--- src/core/srb_consts.svh ---
// constants for the synthesizer register bank with commit
`ifndef SRB_CONSTS_SVH
`define SRB_CONSTS_SVH
`define SRB_NUM_WORDS        28
`define SRB_NUM_BYTES        112
`define SRB_SER_LAST         5'h1B
`define SRB_CTRL_ONE_IDX     5'h00
`define SRB_USR_ZERO_IDX     5'h1B
`define SRB_USR_BYTE_ONE     7'h6D
`define SRB_USR_BYTE_TWO     7'h6E
`define SRB_USR_LOCK_BYTE    7'h6F
`define SRB_USR_ONE_RST      8'h08
`define SRB_USR_TWO_RST      8'h00
`define SRB_CAL_BIT          24
`define SRB_LOCK_BIT         24
`endif

--- src/core/srb_pkg.sv ---
// types for the synthesizer register bank
package srb_pkg;
   typedef struct packed {
      logic       wr;
      logic       rd;
      logic [4:0] addr;
      logic [31:0] wdata;
   } srb_ser_req_type;
   typedef struct packed {
      logic       wr;
      logic [6:0] addr;
      logic [7:0] wdata;
   } srb_par_req_type;
   typedef enum logic [1:0] {
      SRB_IDLE   = 2'b01,
      SRB_COMMIT = 2'b10
   } srb_state_type;
endpackage

--- src/core/srb_bank.sv ---
// register bank: buffered copy, active copy, commit on strobe or profile
`timescale 1ns/100ps
`default_nettype none
`include "srb_consts.svh"
module srb_bank #(
   parameter int NW = `SRB_NUM_WORDS
) (
   input  wire logic                    clk,
   input  wire logic                    reset,
   input  wire srb_pkg::srb_ser_req_type ser_req,
   output logic [31:0]                  ser_rdata,
   output logic                         ser_err,
   input  wire srb_pkg::srb_par_req_type par_req,
   output logic [7:0]                   par_rdata,
   input  wire logic                    io_update,
   input  wire logic [2:0]              profile_sel,
   input  wire logic                    pll_lock,
   output logic [NW*32-1:0]             active_regs,
   output logic                         cal_start
);
   // pins from outside pass two flops before use
   logic       upd_s1_ff, upd_s2_ff, upd_s3_ff;
   logic [2:0] ps_s1_ff, ps_s2_ff, ps_s3_ff;
   logic       lock_s1_ff, lock_s2_ff;
   always_ff @(posedge clk or posedge reset) begin
      if (reset) begin
         upd_s1_ff  <= 1'b0;
         upd_s2_ff  <= 1'b0;
         upd_s3_ff  <= 1'b0;
         ps_s1_ff   <= 3'h0;
         ps_s2_ff   <= 3'h0;
         ps_s3_ff   <= 3'h0;
         lock_s1_ff <= 1'b0;
         lock_s2_ff <= 1'b0;
      end else begin
         upd_s1_ff  <= io_update;
         upd_s2_ff  <= upd_s1_ff;
         upd_s3_ff  <= upd_s2_ff;
         ps_s1_ff   <= profile_sel;
         ps_s2_ff   <= ps_s1_ff;
         ps_s3_ff   <= ps_s2_ff;
         lock_s1_ff <= pll_lock;
         lock_s2_ff <= lock_s1_ff;
      end
   end

   // profile compare is held off until the third stage has taken a real
   // pin value; a pin left non-zero through reset would fake a change, at
   // the cost that a pin value already present at the first sampling edge is never seen as a change
   logic [2:0] prime_ff, nxt_prime;
   logic       ps_change;
   always_comb begin
      nxt_prime = {prime_ff[1:0], 1'b1};
   end
   always_ff @(posedge clk or posedge reset) begin
      if (reset) prime_ff <= 3'h0;
      else prime_ff <= nxt_prime;
   end
   assign ps_change = prime_ff[2] & (ps_s2_ff != ps_s3_ff);

   logic commit;
   // rising strobe or any profile change transfers the buffer
   assign commit = (upd_s2_ff & ~upd_s3_ff) | ps_change;

   // default of one serial word; only the user word has non-zero bytes
   function automatic logic [31:0] word_default(input int idx);
      if (idx == int'(`SRB_USR_ZERO_IDX))
         return {8'h00, `SRB_USR_TWO_RST, `SRB_USR_ONE_RST, 8'h00};
      return 32'h0;
   endfunction

   // parallel byte address split into word index and lane
   function automatic logic [4:0] byte_word(input logic [6:0] a);
      return a[6:2];
   endfunction

   logic [31:0] buf_ff [NW];
   logic [31:0] nxt_buf [NW];
   logic [31:0] act_ff [NW];
   logic [31:0] nxt_act [NW];
   logic        ser_hit;
   logic        par_hit;
   assign ser_hit = ser_req.addr <= `SRB_SER_LAST;
   assign par_hit = par_req.addr < 7'(`SRB_NUM_BYTES);

   // buffer takes host writes, active copy follows only on commit
   genvar gi;
   generate
      for (gi = 0; gi < NW; gi++) begin : g_word
         always_comb begin
            nxt_buf[gi] = buf_ff[gi];
            if (ser_req.wr && ser_hit && ser_req.addr == 5'(gi))
               nxt_buf[gi] = ser_req.wdata;
            if (par_req.wr && par_hit &&
                byte_word(par_req.addr) == 5'(gi))
               nxt_buf[gi][par_req.addr[1:0]*8 +: 8] = par_req.wdata;
            nxt_act[gi] = commit ? buf_ff[gi] : act_ff[gi];
         end
         always_ff @(posedge clk or posedge reset) begin
            if (reset) begin
               buf_ff[gi] <= word_default(gi);
               act_ff[gi] <= word_default(gi);
            end else begin
               buf_ff[gi] <= nxt_buf[gi];
               act_ff[gi] <= nxt_act[gi];
            end
         end
         assign active_regs[gi*32 +: 32] = act_ff[gi];
      end
   endgenerate

   // read data registered; lock byte reflects live lock state
   logic [31:0] ser_rdata_ff, nxt_ser_rdata;
   logic [7:0]  par_rdata_ff, nxt_par_rdata;
   logic        ser_err_ff, nxt_ser_err;
   logic [31:0] pword;
   always_comb begin
      nxt_ser_rdata = ser_rdata_ff;
      nxt_ser_err   = 1'b0;
      if (ser_req.rd) begin
         if (ser_hit) begin
            nxt_ser_rdata = buf_ff[ser_req.addr];
            if (ser_req.addr == `SRB_USR_ZERO_IDX)
               nxt_ser_rdata[31:24] = {7'h00, lock_s2_ff};
         end else begin
            nxt_ser_rdata = 32'h0;
            nxt_ser_err   = 1'b1;
         end
      end
      pword = par_hit ? buf_ff[byte_word(par_req.addr)] : 32'h0;
      nxt_par_rdata = pword[par_req.addr[1:0]*8 +: 8];
      if (par_req.addr == `SRB_USR_LOCK_BYTE)
         nxt_par_rdata = {7'h00, lock_s2_ff};
   end
   always_ff @(posedge clk or posedge reset) begin
      if (reset) begin
         ser_rdata_ff <= 32'h0;
         par_rdata_ff <= 8'h00;
         ser_err_ff   <= 1'b0;
      end else begin
         ser_rdata_ff <= nxt_ser_rdata;
         par_rdata_ff <= nxt_par_rdata;
         ser_err_ff   <= nxt_ser_err;
      end
   end
   assign ser_rdata = ser_rdata_ff;
   assign par_rdata = par_rdata_ff;
   assign ser_err   = ser_err_ff;

   // calibration starts on the active bit rising; clear needed to rearm
   srb_pkg::srb_state_type cal_st_ff, nxt_cal_st;
   logic cal_bit;
   // enable sits under the read-only lock byte, clear of the fixed bytes
   assign cal_bit = act_ff[`SRB_USR_ZERO_IDX][`SRB_CAL_BIT];
   always_comb begin
      case (cal_st_ff)
         srb_pkg::SRB_IDLE:
            nxt_cal_st = cal_bit ? srb_pkg::SRB_COMMIT : srb_pkg::SRB_IDLE;
         srb_pkg::SRB_COMMIT:
            nxt_cal_st = cal_bit ? srb_pkg::SRB_COMMIT : srb_pkg::SRB_IDLE;
         default: nxt_cal_st = srb_pkg::SRB_IDLE;
      endcase
   end
   always_ff @(posedge clk or posedge reset) begin
      if (reset) cal_st_ff <= srb_pkg::SRB_IDLE;
      else cal_st_ff <= nxt_cal_st;
   end
   assign cal_start = cal_bit && cal_st_ff == srb_pkg::SRB_IDLE;

   // checks on commit, buffering, address range, calibration pulse width and reset default
   hold_no_commit_a: assert property (@(posedge clk) disable iff (reset)
      !commit |=> act_ff[0] == $past(act_ff[0]))
      else $error("active changed without commit");
   commit_copy_a: assert property (@(posedge clk) disable iff (reset)
      commit |=> act_ff[0] == $past(buf_ff[0]))
      else $error("commit did not copy buffer");
   profile_commit_a: assert property (@(posedge clk) disable iff (reset)
      ps_change |=> act_ff[1] == $past(buf_ff[1]))
      else $error("profile change did not commit");
   ser_range_a: assert property (@(posedge clk) disable iff (reset)
      ser_req.rd && ser_req.addr > `SRB_SER_LAST |=> ser_err)
      else $error("out of range serial read not flagged");
   ser_write_a: assert property (@(posedge clk) disable iff (reset)
      ser_req.wr && ser_req.addr == 5'h00 && !par_req.wr
      |=> buf_ff[0] == $past(ser_req.wdata))
      else $error("serial write to word zero lost");
   par_lane_a: assert property (@(posedge clk) disable iff (reset)
      par_req.wr && par_req.addr == 7'h01 && !ser_req.wr
      |=> buf_ff[0][15:8] == $past(par_req.wdata))
      else $error("parallel byte lane wrong");
   par_range_a: assert property (@(posedge clk) disable iff (reset)
      par_req.addr >= 7'h70 |=> par_rdata == 8'h00)
      else $error("unmapped parallel read not zero");
   cal_pulse_a: assert property (@(posedge clk) disable iff (reset)
      cal_start |=> !cal_start)
      else $error("calibration start longer than a cycle");
   reset_default_a: assert property (@(posedge clk)
      $fell(reset) |-> act_ff[`SRB_USR_ZERO_IDX][15:8] == 8'h08)
      else $error("user byte default wrong after reset");
   // checks on reads, refused writes and calibration
   ser_read_a: assert property (@(posedge clk) disable iff (reset)
      ser_req.rd && ser_req.addr == 5'h02
      |=> ser_rdata == $past(buf_ff[2]))
      else $error("serial read of word two wrong");
   lock_byte_a: assert property (@(posedge clk) disable iff (reset)
      par_req.addr == `SRB_USR_LOCK_BYTE
      |=> par_rdata == {7'h00, $past(lock_s2_ff)})
      else $error("lock byte read wrong");
   ser_refuse_a: assert property (@(posedge clk) disable iff (reset)
      ser_req.wr && ser_req.addr > `SRB_SER_LAST && !par_req.wr
      |=> buf_ff[`SRB_USR_ZERO_IDX] == $past(buf_ff[`SRB_USR_ZERO_IDX]))
      else $error("out of range serial write stored");
   par_refuse_a: assert property (@(posedge clk) disable iff (reset)
      par_req.wr && par_req.addr >= 7'h70 && !ser_req.wr
      |=> buf_ff[`SRB_USR_ZERO_IDX] == $past(buf_ff[`SRB_USR_ZERO_IDX]))
      else $error("out of range parallel write stored");
   cal_start_a: assert property (@(posedge clk) disable iff (reset)
      $rose(cal_bit) |-> cal_start)
      else $error("calibration did not start");
   cal_rearm_a: assert property (@(posedge clk) disable iff (reset)
      cal_bit && $past(cal_bit) |-> !cal_start)
      else $error("calibration restarted without clear");
   commit_c: cover property (@(posedge clk) disable iff (reset) commit);
   profile_c: cover property (@(posedge clk) disable iff (reset)
      ps_change);
   cal_c: cover property (@(posedge clk) disable iff (reset) cal_start);
   update_c: cover property (@(posedge clk) disable iff (reset)
      upd_s2_ff && !upd_s3_ff);
endmodule
`default_nettype wire

--- config.mk ---
export PLATFORM = sky130hd
export DESIGN_NAME = srb_bank
export DESIGN_NICKNAME = d
export VERILOG_FILES = /design/src/core/srb_pkg.sv /design/src/core/srb_bank.sv
export VERILOG_INCLUDE_DIRS = /design/src /design/src/core
export SDC_FILE = /design/constraint.sdc
export NUM_CORES = 2
export LEC_CHECK = 0
export CAP_MARGIN = 20
export CORE_AREA = 2 2 514 516
export CTS_BUF_LIST = sky130_fd_sc_hd__clkbuf_8
export DETAILED_ROUTE_END_ITERATION = 8
export DIE_AREA = 0 0 516 518
export DONT_BUFFER_PORTS = 1
export PLACE_DENSITY = 0.48
export SYNTH_ARGS = -nofsm -noshare
export SYNTH_HDL_FRONTEND = slang
export SYNTH_SLANG_ARGS = --single-unit
--- constraint.sdc ---
create_clock -name clk -period 76.7 [get_ports clk]
set_input_delay 11.505 -clock clk [delete_from_list [all_inputs] [get_ports clk]]
set_output_delay 11.505 -clock clk [all_outputs]
set_load 0.02 [all_outputs]
==> summary.txt <==
EDFF count, synth: 0
Adder-cell share of the synthesized area: 0.08218%
Most frequent cells in the layout: dfrtp_1 (1849), mux2i_1 (1056), mux2_2 (943), a21oi_1 (469), nor2_1 (460)
Final setup vio count: 0
Pins Over Slew Limit: 303
Main combinational cell family by area after synthesis: multiplexers
Starting density of the core: 34.93%
XOR/XNOR share of the synthesized area: 0.02876%
Initial antenna violation count: 41
Inserted Clock Buffers: 350
Status: finished, violations left
Vias: 65250
Htree depth: 5
Vias per Instance: 6.081
GRT Total Usage: 32.16%
Commonest non-fill, non-tap cell in the layout: dfrtp_1
DP HPWL: 301900 um
Area growth syn-to-layout: 10.75%
First-pass GRT wire length: 589700 um
Fmax: 0.06030 GHz
FFs w/ async S/R, synth: 100.0%
Post-synth net total: 7159
Vias in the first global route: 63990
Die width: 516 um
Largest net degree at the start of global routing: 296
Clock-pin slew on the worst setup and hold paths: 0.06 ns
Synth Instances: 7091
PortBufs: 0
CP Class: input port to async pin
WP data required: 77.75 ns
Initial DRC Count: 7562
Seq/Total Area, Yosys: 50.73%
Simple-gate area share of the yosys netlist: 4.239%
Clock Tree Buf Depth: 4
Post-synthesis mux area share: 33.87%
CTS resizes: 0
Maxcap violations: 0
P per Cell Area: 32.74 nW/um2
CP startpoint kind: input port
Yosys reg bits: 1852
Critical path arrival: 17.64 ns
Top FF cell, synth: dfrtp_1
Nets: 6984
P_leak: 47.35 nW
Setup WS post-layout: 60.12 ns
GR Overflow Total: 0
Setup Total Neg Slack: 0 ns
Routability Congestion: 0.8994
Final worst path period share: 21.62%
Routed Antenna Nets: 0
YS warnings: 0
Peak supply drop: 18.33 uV
I/O pin count: 1000
Clock Sinks: 1852
Core Rows: 188
CP max FO: 103
Area of the core: 261600 um2
Compound-Gate Fraction of Synth Area: 7.275%
Failing checks: slew limit
CTS tree: done
Slew @ Worst Pin: 2.208 ns
Clk Latency, worst-skew pair: 1.09 ns
Final WL: 440500 um
Worst min path class: register to register
Share of cells above drive strength 1: 28.82%
Remaining DRCs: 0
Postcts setup bufs: 0
Count of cell types in the netlist: 56
Syn_area_per_cell: 12.88 um2
CP Capture Type: async pin
DIE AREA: 267300 um2
1st-pass router iterations: 5
Tmin final: 16.58 ns
RSZ-0062 raised after global routing: false
Final Hold Viols: 0
Wire per inst: 41.05 um
CTS root buf: clkbuf_8
Clk_skew: 0.08148 ns
Mapped Area: 91360 um2
Rel. slew slack: -47.21%
Post-Place Setup Slack: 58.55 ns
Chip height: 518 um
Hold Buf Count CTS: 0
## report_power, final
group          switching, W  internal [W]
logic              0.000243      0.000310
clock network      0.000465      0.000526
registers          0.000542       0.00123
total               0.00125       0.00206
## cells by family after synthesis
kind of cell,count (synthesis)
compound gates,1157
xor+xnor,3
fa+ha+maj,6
buf+inv,726
flops,1852
mux,2430
other cells,1
simple gates,916
## layout make-up
cell class / count / area [um2]
multi-input combinational: 4513 / 41840
inverter: 47 / 183.9
antenna: 40 / 100.1
fill: 25130 / 160400
clock buffer: 439 / 6042
clock inverter: 173 / 947.2
timing repair buffer: 152 / 1316
sequential: 1852 / 46350
tap: 3515 / 4398
## routing by layer
layer,global-route usage (%),share of wire (%)
met5,0,0.025
met4,17.73,6.4
met3,9.745,9.8
met2,48.61,45
met1,41.01,39
## path summary, 6_finish.rpt
| kind | startpoint | to | slack, ns | depth (start not counted) |
|---|---|---|---|---|
| setup reg to reg | ps_s2_ff[1] | active_regs[581] | 71.40 | 9 |
| hold reg to reg | ps_s1_ff[2] | ps_s2_ff[2] | 0.34 | 0 |
| min in group asynchronous | reset | active_regs[582] | 10.41 | 1 |
| hold / removal | ps_s1_ff[2] | ps_s2_ff[2] | 0.34 | 0 |
| max in group clk | ser_req[32] | buf_ff[367] | 62.04 | 6 |
| setup / recovery | reset | buf_ff[594] | 60.12 | 9 |
## sequential cells by signal, summed over array words and instances, names as in the netlist
signal,cells
lock_s2_ff,1
lock_s1_ff,1
upd_s3_ff,1
ser_err,1
par_rdata,8
buf_ff,896
upd_s2_ff,1
active_regs,896
ps_s2_ff,3
cal_st_ff,2
prime_ff,3
ps_s3_ff,3
upd_s1_ff,1
ps_s1_ff,3
ser_rdata,32
## metrics by stage
| step | area [um2] | power, W | hold WS [ns] | instances | util (%) |
|---|---|---|---|---|---|
| floorplan | 91360 | 0.002010 | 0.3312 | 7091 | - |
| global placement | 93830 | 0.002311 | 0.3322 | 10070 | 35.87 |
| detailed placement | 94010 | 0.002331 | 0.3347 | 10070 | 35.94 |
| CTS | 101000 | 0.003327 | 0.3481 | 10690 | 38.61 |
| global route | 101100 | 0.003440 | 0.3556 | 10720 | 38.67 |
| finish | 101200 | 0.003313 | 0.3447 | 10730 | 38.68 |
## synth_stat cells (49+ instances only)
library cell / n / area [um2]
a21oi_1: 470 / 2352
and2_1: 49 / 306.5
and3_1: 59 / 369.1
buf_1: 50 / 187.7
buf_2: 234 / 1171
buf_4: 54 / 405.4
clkbuf_1: 314 / 1179
dfrtp_1: 1849 / 46270
mux2_2: 943 / 10620
mux2i_1: 1056 / 10570
mux4_2: 418 / 9414
nand2_1: 266 / 998.5
nor2_1: 467 / 1753
o21ai_0: 131 / 655.6
o22ai_1: 444 / 2778
## worst max-delay path: stages
cell	delay [ns]
inv_8	0.41
buf_4	0.62
buf_4	0.84
buf_4	0.78
buf_4	0.76
buf_4	0.82
buf_4	0.54
buf_16	0.30
buf_4	0.73
Power figures use the tool's default switching activity.
